===== src/pkg/lfsa_consts.vh =====
`ifndef LFSA_CONSTS_VH
`define LFSA_CONSTS_VH

// ----------------------------------------------------------------------
// Reset values of the nonvolatile bytes.
// ----------------------------------------------------------------------
`define LFSA_LOCK_RST      8'hFF
`define LFSA_FUSE_LOW_RST  8'h62
`define LFSA_FUSE_HIGH_RST 8'hDF
`define LFSA_FUSE_EXT_RST  8'hFF

// ----------------------------------------------------------------------
// Field positions.
// ----------------------------------------------------------------------
`define LFSA_LOCK_LOW_BIT   0
`define LFSA_LOCK_HIGH_BIT  1
`define LFSA_DIV8_BIT       7
`define LFSA_CLOCK_OUTPUT_FUSE_BIT      6
`define LFSA_SUT_MSB        5
`define LFSA_SUT_LSB        4
`define LFSA_CLOCK_SOURCE_FUSE_MSB      3
`define LFSA_CLOCK_SOURCE_FUSE_LSB      0
`define LFSA_PRESERVE_BIT   3
`define LFSA_SELFPRG_BIT    0

// ----------------------------------------------------------------------
// Serial link command codes.
// ----------------------------------------------------------------------
`define LFSA_CMD_ERASE    8'h80
`define LFSA_CMD_WR_MEM   8'h40
`define LFSA_CMD_RD_MEM   8'h20
`define LFSA_CMD_WR_FUSE  8'hA0
`define LFSA_CMD_RD_FUSE  8'h50
`define LFSA_CMD_WR_LOCK  8'hE0
`define LFSA_CMD_RD_LOCK  8'h58
`define LFSA_CMD_RD_SIG   8'h30

// ----------------------------------------------------------------------
// Register offsets on the CPU port.
// ----------------------------------------------------------------------
`define LFSA_REG_STATUS    3'h0
`define LFSA_REG_FUSE_LOW  3'h1
`define LFSA_REG_FUSE_HIGH 3'h2
`define LFSA_REG_FUSE_EXT  3'h3
`define LFSA_REG_LOCK      3'h4
`define LFSA_REG_SIG0      3'h5
`define LFSA_REG_SIG1      3'h6
`define LFSA_REG_SIG2      3'h7

`endif


===== src/verilog/lfsa_fuse_latch.v =====
// ----------------------------------------------------------------------
// One fuse byte: stored value and the copy the device acts on.
// ----------------------------------------------------------------------
module lfsa_fuse_latch #(
	parameter [7:0] RST = 8'hFF  // Reset image of the byte.
) (
	input  wire       mclk_i,    // System clock.
	input  wire       arst_n_i,  // Asynchronous reset, active low.
	input  wire       wr_i,      // Write the stored byte.
	input  wire [7:0] wdata_i,   // New stored value.
	input  wire       capture_i, // Copy stored value to live copy.
	output reg  [7:0] fuse_o,    // Stored value.
	output reg  [7:0] live_o     // Latched value in effect.
);

	// Writes change only the stored byte; the live copy follows on capture.
	always @(posedge mclk_i or negedge arst_n_i) begin
		if (!arst_n_i) begin
			fuse_o <= RST;
			live_o <= RST;
		end else begin
			if (wr_i) begin
				fuse_o <= wdata_i;
			end
			if (capture_i) begin
				live_o <= fuse_o;
			end
		end
	end

endmodule // lfsa_fuse_latch


===== src/verilog/lfsa_spi_shift.v =====
// ----------------------------------------------------------------------
// Serial link shifter, oversampling the programmer clock.
// ----------------------------------------------------------------------
module lfsa_spi_shift (
	input  wire       mclk_i,      // System clock.
	input  wire       arst_n_i,    // Asynchronous reset, active low.
	input  wire       en_i,        // Link active (programming mode).
	input  wire       sck_i,       // Serial clock from programmer.
	input  wire       mosi_i,      // Serial data in.
	input  wire       load_i,      // Load next reply byte.
	input  wire [7:0] load_data_i, // Reply byte to shift out.
	output reg  [7:0] rx_data_o,   // Last received byte.
	output reg        done_o,      // Pulse: a byte was received.
	output reg        miso_o       // Serial data out.
);

	reg       sck_ff;
	reg [2:0] bit_cnt_ff;
	reg [7:0] rx_ff;
	reg [7:0] tx_ff;
	wire      rise;
	wire      fall;

	// Edges of the serial clock, seen only while the link is active.
	assign rise = en_i & sck_i & ~sck_ff;
	assign fall = en_i & ~sck_i & sck_ff;

	// Input sampled on rising edges, output shifted on falling edges.
	always @(posedge mclk_i or negedge arst_n_i) begin
		if (!arst_n_i) begin
			sck_ff     <= 1'b0;
			bit_cnt_ff <= 3'h0;
			rx_ff      <= 8'h00;
			tx_ff      <= 8'h00;
			rx_data_o  <= 8'h00;
			done_o     <= 1'b0;
			miso_o     <= 1'b0;
		end else begin
			sck_ff <= sck_i;
			done_o <= rise & (bit_cnt_ff == 3'h7);
			if (!en_i) begin
				bit_cnt_ff <= 3'h0;
			end else if (rise) begin
				bit_cnt_ff <= bit_cnt_ff + 3'h1;
				rx_ff      <= {rx_ff[6:0], mosi_i};
				if (bit_cnt_ff == 3'h7) begin
					rx_data_o <= {rx_ff[6:0], mosi_i};
				end
			end
			// The fall closing a byte does not shift the next reply.
			if (load_i) begin
				miso_o <= load_data_i[7];
				tx_ff  <= {load_data_i[6:0], 1'b0};
			end else if (fall && bit_cnt_ff != 3'h0) begin
				miso_o <= tx_ff[7];
				tx_ff  <= {tx_ff[6:0], 1'b0};
			end
		end
	end

endmodule // lfsa_spi_shift


===== src/verilog/lfsa_top.v =====
// The plain strobed port and the register offsets were left to the implementer.
`include "lfsa_consts.vh"

// Function
// - Lock byte, two active bits, defaults one
// - Programmed lock bits cleared only by erase; here arst_n_i also restores the lock byte to all ones
// - Level one: no restriction at all
// - Level two: refuse memory and fuse writes
// - Level three: also refuse memory verification
// - Fuse low byte layout and defaults
// - Self-program fuse enables store instruction
// - Clock output fuse routes system clock out
// - Fuses latched on programming entry, exit
// - Preserve fuse takes effect immediately
// - Fuses latched at power-up, normal mode
// - Read-only identification always readable
// - Identification at addresses zero to two
// - Sample on rising, shift on falling edge
module lfsa_top #(
	parameter [7:0] SIG0 = 8'h5A, // Maker code, arbitrary value.
	parameter [7:0] SIG1 = 8'hA1, // Memory size code, arbitrary value.
	parameter [7:0] SIG2 = 8'h3C  // Part code, arbitrary value.
) (
	input  wire       mclk_i,        // System clock, 20 MHz.
	input  wire       arst_n_i,      // Asynchronous reset, active low.
	input  wire       prog_mode_i,   // Programming mode is active.
	input  wire       sck_i,         // Serial clock from programmer.
	input  wire       mosi_i,        // Serial data from programmer.
	output wire       miso_o,        // Serial data to programmer.
	output reg        miso_oe_n_o,   // Data out enable, active low.
	input  wire [2:0] reg_addr_i,    // CPU register address.
	input  wire [7:0] reg_wdata_i,   // CPU write data.
	input  wire       reg_wr_i,      // CPU write strobe.
	input  wire       reg_rd_i,      // CPU read strobe.
	output reg  [7:0] reg_rdata_o,   // CPU read data, next cycle.
	output reg  [7:0] mem_addr_o,    // Memory address.
	output reg  [7:0] mem_wdata_o,   // Memory write data.
	output reg        mem_wr_o,      // Memory write pulse.
	output reg        mem_rd_o,      // Memory read pulse.
	input  wire [7:0] mem_rdata_i,   // Memory read data.
	output reg        mem_erase_o,   // Chip erase pulse.
	output wire       clk_div8_o,    // Divide clock by eight.
	output reg        clkout_en_o,   // Clock to output pin enable.
	output wire [1:0] startup_o,     // Start-up time select.
	output wire [3:0] clk_src_o,     // Clock source select.
	output reg        spm_en_o,      // Store instruction enabled.
	output reg        ee_preserve_o, // Keep data memory on erase.
	output reg  [1:0] prot_level_o   // Protection level, 1 to 3.
);

	// ------------------------------------------------------------------
	// Declarations.
	// ------------------------------------------------------------------
	localparam [23:0] FUSE_RST = {`LFSA_FUSE_EXT_RST,
		`LFSA_FUSE_HIGH_RST, `LFSA_FUSE_LOW_RST};

	reg  [7:0]  lock_ff;
	reg  [7:0]  nxt_lock;
	reg         pwrup_ff;
	reg         prog_ff;
	reg  [1:0]  idx_ff;
	reg  [7:0]  cmd_ff;
	reg  [7:0]  addr_ff;
	reg         refused_ff;
	reg         nxt_refused;
	reg  [7:0]  reply;
	reg  [2:0]  fuse_wr;
	reg         nxt_mem_wr;
	reg         nxt_erase;
	wire [23:0] fuse_st;
	wire [23:0] fuse_lv;
	wire [7:0]  rx_data;
	wire        done;
	wire        capture;
	wire        wr_ok;
	wire        rd_ok;
	wire        exec;

	// ------------------------------------------------------------------
	// Functions.
	// ------------------------------------------------------------------

	// Identification byte for an address; unused address reads zero.
	function [7:0] sig_byte;
		input [1:0] a;
		begin
			case (a)
				2'h0:    sig_byte = SIG0;
				2'h1:    sig_byte = SIG1;
				2'h2:    sig_byte = SIG2;
				default: sig_byte = 8'h00;
			endcase
		end
	endfunction

	// Stored fuse byte for an index; index three reads zero.
	function [7:0] fuse_byte;
		input [1:0]  a;
		input [23:0] f;
		begin
			case (a)
				2'h0:    fuse_byte = f[7:0];
				2'h1:    fuse_byte = f[15:8];
				2'h2:    fuse_byte = f[23:16];
				default: fuse_byte = 8'h00;
			endcase
		end
	endfunction

	// ------------------------------------------------------------------
	// Protection level decode.
	// ------------------------------------------------------------------

	// Writes need both lock bits clear of programming.
	assign wr_ok = lock_ff[`LFSA_LOCK_HIGH_BIT] &
		lock_ff[`LFSA_LOCK_LOW_BIT];
	// Verification is lost only once the upper bit is programmed.
	assign rd_ok = lock_ff[`LFSA_LOCK_HIGH_BIT];

	// ------------------------------------------------------------------
	// Fuse bytes and their latching.
	// ------------------------------------------------------------------

	// Capture at power-up in normal mode and at programming entry, exit.
	assign capture = (pwrup_ff & ~prog_mode_i) |
		(prog_mode_i ^ prog_ff);

	genvar g;
	generate
		for (g = 0; g < 3; g = g + 1) begin : g_fuse
			lfsa_fuse_latch #(
				.RST(FUSE_RST[8*g +: 8])
			) u_fuse (
				.mclk_i    (mclk_i),
				.arst_n_i  (arst_n_i),
				.wr_i      (fuse_wr[g]),
				.wdata_i   (rx_data),
				.capture_i (capture),
				.fuse_o    (fuse_st[8*g +: 8]),
				.live_o    (fuse_lv[8*g +: 8])
			);
		end
	endgenerate

	// Clock settings come from the latched low byte.
	assign clk_div8_o = fuse_lv[`LFSA_DIV8_BIT];
	assign startup_o  = fuse_lv[`LFSA_SUT_MSB:`LFSA_SUT_LSB];
	assign clk_src_o  = fuse_lv[`LFSA_CLOCK_SOURCE_FUSE_MSB:`LFSA_CLOCK_SOURCE_FUSE_LSB];

	// ------------------------------------------------------------------
	// Serial link.
	// ------------------------------------------------------------------
	lfsa_spi_shift u_shift (
		.mclk_i      (mclk_i),
		.arst_n_i    (arst_n_i),
		.en_i        (prog_mode_i),
		.sck_i       (sck_i),
		.mosi_i      (mosi_i),
		.load_i      (done),
		.load_data_i (reply),
		.rx_data_o   (rx_data),
		.done_o      (done),
		.miso_o      (miso_o)
	);

	// The third byte of a frame carries the data and runs the command.
	assign exec = done & (idx_ff == 2'h2);

	// ------------------------------------------------------------------
	// Command execution.
	// ------------------------------------------------------------------

	// Decide effects and the reply byte once the third byte of a frame is in.
	always @* begin
		nxt_lock    = lock_ff;
		nxt_refused = refused_ff;
		nxt_mem_wr  = 1'b0;
		nxt_erase   = 1'b0;
		fuse_wr     = 3'h0;
		reply       = 8'h00;
		if (exec) begin
			nxt_refused = 1'b0;
			case (cmd_ff)
				`LFSA_CMD_ERASE: begin
					nxt_erase = 1'b1;
					nxt_lock  = `LFSA_LOCK_RST;
				end
				`LFSA_CMD_WR_MEM: begin
					nxt_mem_wr  = wr_ok;
					nxt_refused = ~wr_ok;
					reply       = {7'h00, ~wr_ok};
				end
				`LFSA_CMD_RD_MEM: begin
					nxt_refused = ~rd_ok;
					reply       = rd_ok ? mem_rdata_i : 8'h00;
				end
				`LFSA_CMD_WR_FUSE: begin
					if (wr_ok && addr_ff[1:0] != 2'h3) begin
						fuse_wr[addr_ff[1:0]] = 1'b1;
					end
					nxt_refused = ~wr_ok;
					reply       = {7'h00, ~wr_ok};
				end
				`LFSA_CMD_RD_FUSE: begin
					reply = fuse_byte(addr_ff[1:0], fuse_st);
				end
				`LFSA_CMD_WR_LOCK: begin
					nxt_lock = lock_ff & rx_data;
				end
				`LFSA_CMD_RD_LOCK: begin
					reply = lock_ff;
				end
				`LFSA_CMD_RD_SIG: begin
					reply = sig_byte(addr_ff[1:0]);
				end
				default: begin
					nxt_refused = 1'b1;
				end
			endcase
		end else if (reg_wr_i && reg_addr_i == `LFSA_REG_LOCK &&
			spm_en_o) begin
			// Software may only program further lock bits.
			nxt_lock = lock_ff & reg_wdata_i;
		end
	end

	// ------------------------------------------------------------------
	// Frame tracking and memory strobes.
	// ------------------------------------------------------------------

	// Count bytes of the four-byte frame; a frame restarts with the mode.
	always @(posedge mclk_i or negedge arst_n_i) begin
		if (!arst_n_i) begin
			idx_ff      <= 2'h0;
			cmd_ff      <= 8'h00;
			addr_ff     <= 8'h00;
			refused_ff  <= 1'b0;
			lock_ff     <= `LFSA_LOCK_RST;
			mem_addr_o  <= 8'h00;
			mem_wdata_o <= 8'h00;
			mem_wr_o    <= 1'b0;
			mem_rd_o    <= 1'b0;
			mem_erase_o <= 1'b0;
		end else begin
			lock_ff     <= nxt_lock;
			refused_ff  <= nxt_refused;
			mem_wr_o    <= nxt_mem_wr;
			mem_erase_o <= nxt_erase;
			mem_rd_o    <= 1'b0;
			if (nxt_mem_wr) begin
				mem_wdata_o <= rx_data;
			end
			if (!prog_mode_i) begin
				idx_ff <= 2'h0;
			end else if (done) begin
				idx_ff <= idx_ff + 2'h1;
				if (idx_ff == 2'h0) begin
					cmd_ff <= rx_data;
				end
				if (idx_ff == 2'h1) begin
					addr_ff    <= rx_data;
					mem_addr_o <= rx_data;
					// Fetch early so the data is ready for the reply.
					mem_rd_o <= rd_ok &
						(cmd_ff == `LFSA_CMD_RD_MEM);
				end
			end
		end
	end

	// ------------------------------------------------------------------
	// Mode tracking and registered status outputs.
	// ------------------------------------------------------------------

	// Power-up marker lasts one cycle after reset release.
	always @(posedge mclk_i or negedge arst_n_i) begin
		if (!arst_n_i) begin
			pwrup_ff      <= 1'b1;
			prog_ff       <= 1'b0;
			miso_oe_n_o   <= 1'b1;
			clkout_en_o   <= 1'b0;
			spm_en_o      <= 1'b0;
			ee_preserve_o <= 1'b0;
			prot_level_o  <= 2'h1;
		end else begin
			pwrup_ff    <= 1'b0;
			prog_ff     <= prog_mode_i;
			miso_oe_n_o <= ~prog_mode_i;
			// Programmed, i.e. zero, fuses turn features on.
			clkout_en_o   <= ~fuse_lv[`LFSA_CLOCK_OUTPUT_FUSE_BIT];
			spm_en_o      <= ~fuse_lv[16 + `LFSA_SELFPRG_BIT];
			// Preserve follows the stored byte, not the latched copy.
			ee_preserve_o <= ~fuse_st[8 + `LFSA_PRESERVE_BIT];
			if (wr_ok) begin
				prot_level_o <= 2'h1;
			end else if (rd_ok) begin
				prot_level_o <= 2'h2;
			end else begin
				prot_level_o <= 2'h3;
			end
		end
	end

	// ------------------------------------------------------------------
	// CPU register port.
	// ------------------------------------------------------------------

	// Read data stand for one cycle after the strobe, zero otherwise.
	always @(posedge mclk_i or negedge arst_n_i) begin
		if (!arst_n_i) begin
			reg_rdata_o <= 8'h00;
		end else if (reg_rd_i) begin
			case (reg_addr_i)
				`LFSA_REG_STATUS: begin
					reg_rdata_o <= {4'h0, prog_ff, refused_ff,
						prot_level_o};
				end
				`LFSA_REG_FUSE_LOW: begin
					reg_rdata_o <= fuse_lv[7:0];
				end
				`LFSA_REG_FUSE_HIGH: begin
					reg_rdata_o <= fuse_lv[15:8];
				end
				`LFSA_REG_FUSE_EXT: begin
					reg_rdata_o <= fuse_lv[23:16];
				end
				`LFSA_REG_LOCK: begin
					reg_rdata_o <= lock_ff;
				end
				`LFSA_REG_SIG0: begin
					reg_rdata_o <= sig_byte(2'h0);
				end
				`LFSA_REG_SIG1: begin
					reg_rdata_o <= sig_byte(2'h1);
				end
				`LFSA_REG_SIG2: begin
					reg_rdata_o <= sig_byte(2'h2);
				end
				default: begin
					reg_rdata_o <= 8'h00;
				end
			endcase
		end else begin
			reg_rdata_o <= 8'h00;
		end
	end

endmodule // lfsa_top

===== config.mk =====
export PLATFORM = sky130hd
export DESIGN_NAME = lfsa_top
export DESIGN_NICKNAME = d
export VERILOG_FILES = /design/src/verilog/lfsa_fuse_latch.v /design/src/verilog/lfsa_spi_shift.v /design/src/verilog/lfsa_top.v
export VERILOG_INCLUDE_DIRS = /design/src /design/src/pkg
export SDC_FILE = /design/constraint.sdc
export NUM_CORES = 1
export LEC_CHECK = 0
export ABC_AREA = 1
export ABC_CLOCK_PERIOD_IN_PS = 1800
export BUFFER_PORTS_ARGS = -buffer_cell sky130_fd_sc_hd__buf_2
export CAP_MARGIN = 20
export CORE_MARGIN = 3
export CORE_UTILIZATION = 59
export DETAILED_ROUTE_END_ITERATION = 10
export PLACE_DENSITY = 0.8
export SYNTH_ARGS = -nofsm -noshare
export SYNTH_HDL_FRONTEND = slang
export SYNTH_SLANG_ARGS = --single-unit

===== constraint.sdc =====
create_clock -name mclk_i -period 1.8 [get_ports mclk_i]
set_input_delay 0.09 -clock mclk_i [delete_from_list [all_inputs] [get_ports mclk_i]]
set_output_delay 0.09 -clock mclk_i [all_outputs]
set_load 0.02 [all_outputs]

=== After elaboration in Yosys (flattened, before gate mapping) ===
Cells that the tools add are included.

* Bits in registers: 131
* Input bits: 26
* Output and inout bits: 41
* Logic and storage cells: 130

* Add/sub/neg operators: 2
* $lt $le $gt $ge: 2
* Equal/unequal tests: 24
* Multiplexer cells: 33
* Bitwise gates (word level): 21
* Reduce and logical (&&, ||, !) cells: 18

{| class="wikitable"
|+ Operators by type and width
! operator !! count
|-
| 8-bit case mux with 8 select lines || 1
|-
| 8-bit two-way mux || 7
|-
| 8-bit case mux with 3 select lines || 2
|-
| 8-bit case mux with 5 select lines || 1
|-
| 8-bit by 7-bit equality test with 1-bit output (second input constant) || 3
|-
| 8-bit equality test (second input constant) || 3
|-
| 8-bit AND || 2
|-
| 8-bit by 6-bit equality test with 1-bit output (second input constant) || 2
|-
| 8-bit case mux with 2 select lines || 1
|-
| 3-bit equality test (second input constant) || 5
|-
| 3-bit two-way mux || 5
|-
| 1-bit two-way mux || 11
|-
| 1-bit AND || 9
|-
| 3-bit AND reduction || 3
|-
| 1-bit inverter || 8
|-
| 3-bit by 2-bit equality test with 1-bit output (second input constant) || 2
|-
| 2-bit two-way mux || 3
|-
| 1-bit logical AND || 5
|-
| 5-bit OR reduction || 1
|-
| 2-bit by 1-bit equality test with 1-bit output (second input constant) || 2
|-
| 2-bit equality test (second input constant) || 2
|-
| 2-bit logical NOT || 2
|-
| 2-bit by 1-bit inequality test with 1-bit output (second input constant) || 2
|-
| 2-bit AND reduction || 2
|-
| other kinds (15) || 16
|}

=== Longest topological paths before layout ===
Gate-level depths: netlist of run 1.

* Word-level depth: 7
* Mapped depth: 11
* Depth with buffers taken out: 10

=== Modules after synthesis ===
From an unflattened synthesis of run 1, not the netlist that was laid out.

* Cells, all modules: 792
* Area total of the unflattened synthesis: 6472.5 µm²

{| class="wikitable"
|+ By module, submodules not included
! module !! times used !! cells an instance !! area an instance (µm²) !! sequential area each (µm²)
|-
| lfsa_top || 1 || 445 || 3331.9 || 1365.1
|-
| lfsa_spi_shift || 1 || 143 || 1263.7 || 700.7
|-
| lfsa_fuse_latch at g_fuse[2].u_fuse || 1 || 68 || 630.6 || 420.4
|-
| lfsa_fuse_latch at g_fuse[1].u_fuse || 1 || 68 || 628.1 || 417.9
|-
| lfsa_fuse_latch at g_fuse[0].u_fuse || 1 || 68 || 618.1 || 407.9
|}

=== Worst setup path before layout of run 1 ===
Ideal clock, no wire load.

* Path type: flip-flop to flip-flop
* Start point: register addr_ff[0]
* End point: register u_shift.tx_ff[1]
* Library setup time: 0.117 ns
* Data arrival time: 1.452 ns
* Required time: 1.683 ns
* Setup slack: 0.231 ns
* Cell stages (with the launch flop): 12
* Path buffers: 1
* Clock period less this slack: 1.569 ns
* Cells stage by stage: dfrtp_1 inv_1 ha_1 buf_2 nand2_1 nand3_1 nand2_1 nor2_1 nor2_1 nand3_1 nand2_1 nand2_1

* Longest elaborated chain between the ends: 5
* Elaborated cells on any way between the ends: 8
* Those cells by class: eq/ne (2); mux (5); reduce/logical (1)

{| class="wikitable"
|+ RTL lines
! item !! line !! RTL
|-
| start: declaration || lfsa_top.v:63 || <nowiki>reg [7:0] addr_ff;</nowiki>
|-
| start signal: assignment || lfsa_top.v:261 || <nowiki>addr_ff <= rx_data;</nowiki>
|-
| 2-bit equality test (tied with other cells) || lfsa_top.v:87, lfsa_top.v:101 ||
|-
| 8-bit case mux with 3 select lines (on tied branches) || lfsa_top.v:87, lfsa_top.v:101 ||
|-
| 8-bit case mux with 5 select lines * || lfsa_top.v:183 || <nowiki>case (cmd_ff)</nowiki>
|-
| 8-bit two-way mux * || lfsa_top.v:181 || <nowiki>if (exec) begin</nowiki>
|-
| 8-bit two-way mux * || lfsa_spi_shift.v:51 || <nowiki>if (load_i) begin</nowiki>
|-
| end signal: assignment || lfsa_spi_shift.v:53 || <nowiki>tx_ff <= {load_data_i[6:0], 1'b0};</nowiki>
|-
| end signal: assignment || lfsa_spi_shift.v:56 || <nowiki>tx_ff <= {tx_ff[6:0], 1'b0};</nowiki>
|-
| end: declaration || lfsa_spi_shift.v:20 || <nowiki>reg [7:0] tx_ff;</nowiki>
|}

Every way passes the cells marked *; elsewhere a longest branch is shown, timed or not.
A chain may end at the register's enable or synchronous reset.

=== Worst setup path after layout of run 1 ===
* Start point: register addr_ff[1]
* End point: register u_shift.tx_ff[7]

Same word-level chain as after synthesis.

==> results.yml, run 1 <==
critical_path:
  r2r-start: "addr_ff[1]"
  cp.arrival_ns: 2.16
  startpoint_type: "flip-flop"
  rr_endpoint: "u_shift.tx_ff[7]"
  worstSetupPathType: "reg2reg"
  cp-end-kind: "flip-flop"
  required_ns: 2.25
  ff2ff_path_depth: 8
  path_max_fanout: 7
  r2r_slack_ns: 0.08
logic_synthesis:
  synth_cell_type_count: 38
  synth_top_area_share: 0.326
  synthSimpleGateAreaFrac: 0.208
  syn-cell-area_um2: 6370
  ys_warn_count: 0
  synth_top_area_cell: "dfrtp_1"
  synth-edff-count: 0
  synth_top_family_by_area: "simple AND/OR/NAND/NOR gates"
  synth_xor_area_frac: 0
  synthAdderAreaFrac: 0.0216
  yosysSeqAreaShare: 0.520
  ys.flop_type: "dfrtp_1"
  syn_inst: 751
  synth.area.top_cells: "dfrtp_1, dfstp_2, nand2_1"
  synth-compound-area-share: 0.139
  syn-mean-instance-area_um2: 8.48
  synth_mux_area_frac: 0
  syn-num-nets: 788
  ys_seq_elements: 130
  synth_async_sr_flop_share: 1.00
sta:
  timing_hold_violations_final: 0
  setup_viol: 0
  hold_ws_ns: 0.0799
  fin_crit_sh: 0.953
  finalCriticalPeriod_ns: 1.72
  slew-limit-headroom: 0.656
  tightest_slew_ns: 0.514
  fin_skew_ns: 0.00795
  setup_tns_ns: 0
  timing.final.ws_setup_ns: 0.0842
  fmax_ghz: 0.583
  finalMaxSlewViolations: 0
  grt_setup_unrepaired: "true"
place:
  hpwl_mm: 11.5
  post-place-ws_ns: -0.0255
  gp_congestion: 0.916
  dp.cells: 931
  portBuffers: 66
  placed_cell_area_um2: 6760
clock_network:
  root_buffer: "clkbuf_8"
  cts_num_sinks: 130
  cts_tree: "yes"
  postCtsSetupBuffers: 0
  clk_latency_ns: 0.52
  htree_levels: 4
  cts_inserted_buffers: 17
  cts_buffer_depth: 2
  clk_pin_slew_ns: 0.06
layout:
  drive_above_1_share: 0.241
  nNetsFinal: 870
  area_growth_pct: 19.6
  multiInputGateArea_um2: 2360
  fillers: 821
  seq_area_um2: 3310
  fin_cells: 982
  diodes: 0
  final_area_um2: 7620
  final_core_util: 0.732
hold_path:
  min_from: "reg_wr_i"
  min_to: "lock_ff[6]"
  whs_path_depth: 5
  hold_path.class: "in2reg"
power_and_ir_drop:
  irDropWorstVdd_v: 0.000674
  p_total_mw: 7.77
  powerDensity_nw_per_um2: 1020
  p_leak_nw: 3.84
drt:
  wl_mm: 16.8
  drc: 0
  drtPass1Iterations: 5
  first_iter_violations: 462
  vias: 5395
  via_per_inst: 5.49
  drt-wirelength-per-cell_um: 17.1
  ant_nets: 0
run_status:
  status: "completed"
floorplan:
  num_rows: 37
  start_util: 0.612
  coreArea_um2: 10400
  io_pins: 67
  die_area_um2: 12100
  dieHeight_um: 110
  dieWidth_um: 110
grt:
  grt.total_usage: 0.299
  grt_pass1_wl_mm: 26.7
  grt-ovfl-total: 0
  grt_pass1_vias: 5289
  antenna_found_initial: 0
  grt_max_degree: 79
run:
  cap_viol_max_count: 0
cell families after synthesis:
family                   after synthesis
AND/OR/NAND/NOR                      290
buffers and inverters                160
AO/OA/AOI/OAI                        159
flip-flops                           130
adder cells (fa/ha/maj)               11
other                                  1
synthesized netlist by cell type, types with 2 or more instances:
| cell | count |
|---|---|
| dfrtp_1 | 83 |
| a211oi_1 | 2 |
| nor2_1 | 41 |
| nor2_2 | 3 |
| nand2_1 | 174 |
| ha_1 | 11 |
| o21ai_0 | 59 |
| nand4_1 | 6 |
| nand3_2 | 5 |
| o211ai_1 | 6 |
| buf_4 | 10 |
| o21ai_2 | 10 |
| o21ai_1 | 41 |
| nand2_2 | 7 |
| nand3_1 | 40 |
| nor2_4 | 4 |
| o22ai_1 | 6 |
| buf_2 | 8 |
| inv_2 | 7 |
| nand2_4 | 3 |
| nand4_4 | 3 |
| inv_1 | 120 |
| a21oi_1 | 29 |
| clkbuf_1 | 5 |
| buf_6 | 7 |
| inv_4 | 2 |
| a31oi_1 | 2 |
| dfstp_2 | 47 |
sequential cells by signal, indices dropped and copies added (netlist names), 7 cells and up:
signal                count
u_shift.rx_ff             7
reg_rdata_o               8
u_shift.tx_ff             7
lock_ff                   8
addr_ff                   8
g_fuse.u_fuse.live_o     24
g_fuse.u_fuse.fuse_o     24
cmd_ff                    8
u_shift.rx_data_o         8
mem_wdata_o               8
layout make-up:
| class | count | area share |
|---|---|---|
| clock buffers | 20 | 0.0598 |
| well taps | 136 | 0.0223 |
| clock inverters | 12 | 0.0268 |
| inverters | 130 | 0.0649 |
| flip-flops and latches | 130 | 0.435 |
| repair buffers | 93 | 0.0814 |
| multi-input cells | 461 | 0.310 |
critical path, cell delays in order (launching register included):
cell and delay, ns:
dfrtp_1 0.47, inv_1 0.13, ha_2 0.29, inv_1 0.15, o211ai_1 0.27, nand2_1 0.10, nand3_1 0.08, nand2_1 0.06
nand3_1 0.09
layout by cell type (no fill, tap or decap), types with 6 or more instances in the layout:
cell	instances
o211ai_1	6
a21oi_1	29
inv_2	7
nand2_2	7
o21ai_2	11
dlygate4sd3_1	19
o21ai_0	59
o22ai_1	6
nor2_1	41
o21ai_1	40
inv_1	120
nand4_1	6
dfrtp_1	83
clkbuf_16	16
buf_4	6
nand3_1	40
nand2_1	174
buf_2	65
ha_1	8
dfstp_2	47
power breakdown:
group	internal, mW	total [mW]	leakage, nW	switching (mW)
combinational	0.239	0.664	1.93	0.425
sequential	3.15	3.28	1.59	0.129
clock	2.51	3.82	0.313	1.32
layer usage:
metal	vias to the layer above	wire (µm)	track usage
li1	2548	-	-
met1	2568	7070	0.388
met2	229	7920	0.475
met3	50	1120	0.0634
met4	0	670	0.144
met5	-	0	0
what timing repair did:
item,in CTS,in global routing
endpoints found under the setup margin,3,16
resized for setup,2,1
hold buffers,19,0
endpoints found under the hold margin,161,0
gates cloned,0,0
how the worst max path moves through the flow:
| stage | startpoint | cells after the start | endpoint | slack [ns] |
|---|---|---|---|---|
| after floorplan | addr_ff[0] | 11 | u_shift.tx_ff[1] | 0.23 |
| after detailed placement | addr_ff[1] | 8 | u_shift.tx_ff[7] | -0.03 |
| final | addr_ff[1] | 8 | u_shift.tx_ff[7] | 0.08 |
| after CTS | addr_ff[0] | 10 | u_shift.miso_o | 0.05 |
| after global placement | addr_ff[1] | 8 | u_shift.tx_ff[7] | -0.01 |
| after global routing | addr_ff[1] | 10 | u_shift.miso_o | -0.07 |
No activity file was read; power rests on OpenSTA's default activity.
==> run 2, diff against run 1 <==
Settings changed: ABC_CLOCK_PERIOD_IN_PS 1800 to 1530, CAP_MARGIN 20 to default, CORE_UTILIZATION 59 to 53, PLACE_DENSITY 0.8 to 0.82.
Clock period 1.8 ns to 1.53 ns, I/O delays scaled along.
==> run 2 against run 1 <==
Against the previous run:
- the flow now finishes with violations (setup timing)
- clock-buffer cell count grew 5
- worst setup slack lost 0.18 ns
- worst hold slack lost 0.060 ns
- wire length grew 5.8%
- sequential share of layout area shrank 2.2 points
- critical path type unchanged
- critical endpoint is now g_fuse[0].u_fuse.fuse_o[0]
- highest routed layer unchanged
==> results.yml, run 2 (same netlist as run 1, synthesis figures left out) <==
clock_network:
  htree_levels: 4
  clk_latency_ns: 0.42
  cts_tree: "yes"
  cts_inserted_buffers: 17
  cts_num_sinks: 130
  cts_buffer_depth: 2
  root_buffer: "clkbuf_16"
  clk_pin_slew_ns: 0.06
sta:
  fmax_ghz: 0.617
  timing_hold_violations_final: 0
  timing.final.ws_setup_ns: -0.0915
  grt_setup_unrepaired: "true"
  fin_skew_ns: 0.00629
  finalCriticalPeriod_ns: 1.62
  setup_viol: 6
  fin_crit_sh: 1.06
  finalMaxSlewViolations: 0
power_and_ir_drop:
  seq_power_share: 0.423
  p_total_mw: 9.14
  powerDensity_nw_per_um2: 1140
  switching_share: 0.237
  p_int_mw: 6.97
  clock_power_share: 0.485
  p_leak_nw: 4.06
  irDropWorstVdd_v: 0.000968
  p_sw_mw: 2.17
  combPwrFrac: 0.092
critical_path:
  crit_chain: "nand2_2 > nor2_4 > buf_4 > nand4_4 > o21ai_1 > inv_1"
  required_ns: 1.84
  r2r-start: "lock_ff[0]"
  r2r_slack_ns: -0.09
  crit_buf_inv: 2
  ff2ff_path_depth: 6
  worstSetupPathType: "reg2reg"
  path_max_fanout: 8
  cp.arrival_ns: 1.93
  cp-end-kind: "flip-flop"
  crit_family: "flip-flops"
  cpMaxStageDelayCell: "dfstp_2"
  startpoint_type: "flip-flop"
  rr_endpoint: "g_fuse[0].u_fuse.fuse_o[0]"
  max_stage_delay_ns: 0.56
run_status:
  violations: "setup timing"
  status: "finished, violations left"
drt:
  vias: 5719
  drtPass1Iterations: 6
  first_iter_violations: 658
  via_per_inst: 5.61
  drt-wirelength-per-cell_um: 17.4
  ant_nets: 0
  wl_mm: 17.7
  drc: 0
grt:
  antenna_found_initial: 0
  grt_pass1_vias: 5178
  grt_max_degree: 60
  grt-ovfl-total: 0
  grt.total_usage: 0.255
  grt_pass1_wl_mm: 25.9
layout:
  area_growth_pct: 26.1
  final_common_cell: "nand2_1"
  nNetsFinal: 900
  drive_above_1_share: 0.299
  diodes: 0
  final_cell_mix: "nand2_1, inv_1, dfrtp_1"
  final_core_util: 0.695
  largest_registers: "g_fuse.u_fuse.fuse_o (24), g_fuse.u_fuse.live_o (24)"
floorplan:
  start_util: 0.551
  dieWidth_um: 116
  num_rows: 39
  coreArea_um2: 11600
  dieHeight_um: 116
  io_pins: 67
  die_area_um2: 13400
place:
  post-place-ws_ns: -0.0361
  portBuffers: 66
  hpwl_mm: 11.0
  gp_congestion: 0.960
hold_path:
  min_to: "lock_ff[3]"
  whs_path_depth: 5
  min_from: "reg_wdata_i[3]"
  hold_path.class: "in2reg"
run:
  cap_viol_max_count: 0
## run 2: cell count changes in the layout (fill, tap and decap cells not counted), sizes merged, moves of 2 or more
cell,change
clkinvlp,-3
clkbuf,+5
nand4,+3
buf,+32
bufinv,-2
dlygate4sd3,-7
## run 2: per-layer routing
layer	track usage	vias up	part of all wire
li1	-	2621	-
met1	0.342	2682	0.40
met2	0.391	339	0.46
met3	0.0653	77	0.097
met4	0.119	0	0.044
met5	0	-	0
## run 2: power groups by stage
| stage | Clock [mW] | Sequential, mW | Combinational, mW |
|---|---|---|---|
| floorplan | 0 | 3.91 | 0.421 |
| CTS | 4.47 | 3.85 | 0.775 |
| global route | 4.65 | 3.88 | 0.928 |
| detailed placement | 0 | 3.91 | 0.736 |
| finish | 4.43 | 3.86 | 0.842 |
| global placement | 0 | 3.90 | 0.717 |
## run 2: final cells by class
cell class	count	area, µm²
clock buffer	25	548
clock inverter	7	114
fill	878	3530
inverter	130	508
multi-input combinational	466	2560
sequential	130	3310
tap	143	179
timing repair buffer	118	816
## run 2: what timing repair did
action                                  4_1_cts  5_1_grt
gates resized for setup                       1       45
hold endpoints to repair                    100        0
hold buffers                                 12        0
setup buffers                                 0       19
pin swaps                                     0       10
endpoints found under the setup margin        5       49
gates cloned                                  0        6
## run 2: worst min-delay path: stages
cell     delay [ns]
buf_2          0.10
nand3_1        0.07
o21ai_0        0.07
nand2_1        0.05
o21ai_1        0.06
## run 2: through the flow
stage | setup TNS [ns] | hold WS (ns) | cell area [µm²] | cells
floorplan | 0 | -0.219 | 6370 | 751
global placement | -0.0884 | -0.0202 | 6860 | 950
detailed placement | -0.0729 | -0.0173 | 6860 | 950
CTS | 0 | 0.000460 | 7650 | 994
global route | -0.747 | 0.0381 | 8040 | 1019
finish | -0.258 | 0.0196 | 8040 | 1019
## run 2: how the worst max path moves through the flow
stage	depth (start not counted)	to	startpoint
2_1_floorplan	6	g_fuse[0].u_fuse.fuse_o[0]	addr_ff[1]
3_3_place_gp	8	u_shift.tx_ff[7]	addr_ff[1]
3_5_place_dp	8	u_shift.tx_ff[7]	addr_ff[0]
4_1_cts	10	lock_ff[1]	cmd_ff[1]
5_1_grt	10	u_shift.tx_ff[1]	cmd_ff[1]
6_report	6	g_fuse[0].u_fuse.fuse_o[0]	lock_ff[0]
==> run 3, diff against run 2 <==
Settings changed: SETUP_SLACK_MARGIN from default to 0.15.
==> run 3 against run 2 <==
Against the previous run:
- the run still ends with setup timing left
- die area is the same
- global-route usage grew 2.9 points
- clock power is 11% lower
- fmax fell by 2.8%
- sequential power about the same
- non-clock buffer count is 16 higher
- final area rose by 5.9%
- core utilization is 4.1 points higher
- total power decreased by 5.0%
==> results.yml, run 3 (same netlist as run 1, synthesis figures left out) <==
place:
  hpwl_mm: 11.1
  gp_congestion: 0.972
  placed_cell_area_um2: 6900
  portBuffers: 66
  post-place-ws_ns: -0.0585
sta:
  grt_setup_unrepaired: "true"
  fmax_ghz: 0.600
  finalMaxSlewViolations: 0
  slew-limit-headroom: 0.633
  timing.final.ws_setup_ns: -0.137
  fin_crit_sh: 1.09
  timing_hold_violations_final: 0
  tightest_slew_ns: 0.550
  fin_skew_ns: 0.00536
  finalCriticalPeriod_ns: 1.67
  setup_viol: 23
power_and_ir_drop:
  irDropWorstVdd_v: 0.00172
  clock_power_share: 0.453
  switching_share: 0.254
  p_int_mw: 6.47
  p_sw_mw: 2.21
  p_leak_nw: 4.22
  combPwrFrac: 0.100
  seq_power_share: 0.447
  powerDensity_nw_per_um2: 1020
run_status:
  violations: "setup timing"
  status: "finished, violations left"
layout:
  fillers: 726
  final_core_util: 0.736
  area_growth_pct: 33.6
  final_cell_mix: "nand2_1, inv_1, dfrtp_1"
  multiInputGateArea_um2: 2910
  nNetsFinal: 917
  final_common_cell: "nand2_1"
  diodes: 0
  final_area_um2: 8510
  largest_registers: "g_fuse.u_fuse.fuse_o (24), g_fuse.u_fuse.live_o (24)"
  seq_area_um2: 3320
  drive_above_1_share: 0.389
drt:
  ant_nets: 0
  drtPass1Iterations: 9
  via_per_inst: 5.92
  wl_mm: 20.7
  drc: 0
  first_iter_violations: 737
  vias: 6129
  drt-wirelength-per-cell_um: 19.9
clock_network:
  cts_inserted_buffers: 17
  clk_latency_ns: 0.42
  clk_pin_slew_ns: 0.06
  htree_levels: 4
  cts_tree: "yes"
  root_buffer: "clkbuf_16"
  cts_buffer_depth: 2
  cts_num_sinks: 130
floorplan:
  dieWidth_um: 116
  coreArea_um2: 11600
  die_area_um2: 13400
  io_pins: 67
  dieHeight_um: 116
  start_util: 0.551
  num_rows: 39
grt:
  grt.total_usage: 0.284
  grt_max_degree: 72
  grt_pass1_wl_mm: 28.6
  grt-ovfl-total: 0
  antenna_found_initial: 0
  grt_pass1_vias: 5592
critical_path:
  worstSetupPathType: "reg2reg"
  cp-end-kind: "flip-flop"
  startpoint_type: "flip-flop"
  cp.arrival_ns: 1.97
  required_ns: 1.83
  path_max_fanout: 7
hold_path:
  hold_path.class: "in2reg"
run:
  cap_viol_max_count: 0
## run 3: cell types whose count changed in the layout (fill, tap and decap cells not counted), moves of 5 or more
| cell | before | now |
|---|---|---|
| nand2_4 | 4 | 13 |
| nand2_2 | 9 | 25 |
| nor2_1 | 35 | 29 |
| clkinvlp_4 | 0 | 5 |
| nand2_1 | 170 | 145 |
| o21ai_0 | 59 | 51 |
| buf_4 | 32 | 41 |
| nand3_1 | 39 | 31 |
| nand3_4 | 1 | 6 |
| nor2_4 | 6 | 11 |
| o21ai_2 | 13 | 26 |
| inv_1 | 116 | 109 |
| o21ai_1 | 38 | 33 |
## run 3: path summary, 6_finish.rpt
check	cells after the start	start	slack [ns]	endpoint
min reg2reg	1	g_fuse[0].u_fuse.live_o[6]	0.47	clkout_en_o
max in group asynchronous	3	arst_n_i	0.95	lock_ff[7]
min in group asynchronous	3	arst_n_i	0.21	clkout_en_o
max	10	addr_ff[1]	-0.14	u_shift.miso_o
max reg2reg	10	addr_ff[1]	-0.14	u_shift.miso_o
min	5	mem_rdata_i[5]	0.03	u_shift.tx_ff[6]
## run 3: power by group through the flow
stage	Clock (mW)	Combinational [mW]	Sequential, mW
floorplan	0	0.431	3.91
global placement	0	0.719	3.90
detailed placement	0	0.733	3.90
finish	3.93	0.866	3.88
global route	4.12	0.938	3.89
CTS	3.96	0.819	3.85
## run 3: metrics by stage
stage / instances / TNS [ns] / hold WS (ns) / power, mW
after CTS: 1020 / 0 / 0.00645 / 8.63
after detailed placement: 948 / -0.365 / 0.113 / 4.63
after global placement: 948 / 0 / 0.110 / 4.61
after floorplan: 751 / 0 / -0.219 / 4.34
after global routing: 1036 / -2.67 / 0.0379 / 8.95
final: 1036 / -0.624 / 0.0329 / 8.68
## run 3: area by class of cell
| class | count | share of cell area |
|---|---|---|
| flip-flops and latches | 130 | 0.390 |
| multi-input cells | 466 | 0.342 |
| repair buffers | 134 | 0.115 |
| inverters | 130 | 0.0625 |
| clock buffers | 24 | 0.0592 |
| well taps | 143 | 0.0210 |
| clock inverters | 8 | 0.00882 |
| repair inverters | 1 | 0.00103 |
## run 3: what timing repair did
item | in CTS | in global routing
gates resized for setup | 70 | 80
cloned | 5 | 2
setup endpoints to repair | 52 | 62
pin swaps | 31 | 50
endpoints found under the hold margin | 135 | 0
hold buffers | 12 | 0
setup buffers | 23 | 14
## run 3: metal layers
metal	part of all wire	wire length (µm)	track usage	vias up
met5	0	0	0	-
met4	0.070	1460	0.150	0
met3	0.098	2040	0.0867	152
met2	0.47	9640	0.462	458
met1	0.36	7530	0.340	2854
li1	-	-	-	2665
## run 3: critical path, stage by stage (launching register included)
cell,delay (ns)
dfrtp_2,0.47
inv_4,0.07
ha_4,0.20
nand2_1,0.10
nand3_2,0.13
nand2_2,0.11
inv_2,0.04
nand2_2,0.07
nand4_1,0.15
nand2_1,0.14
a21oi_2,0.06
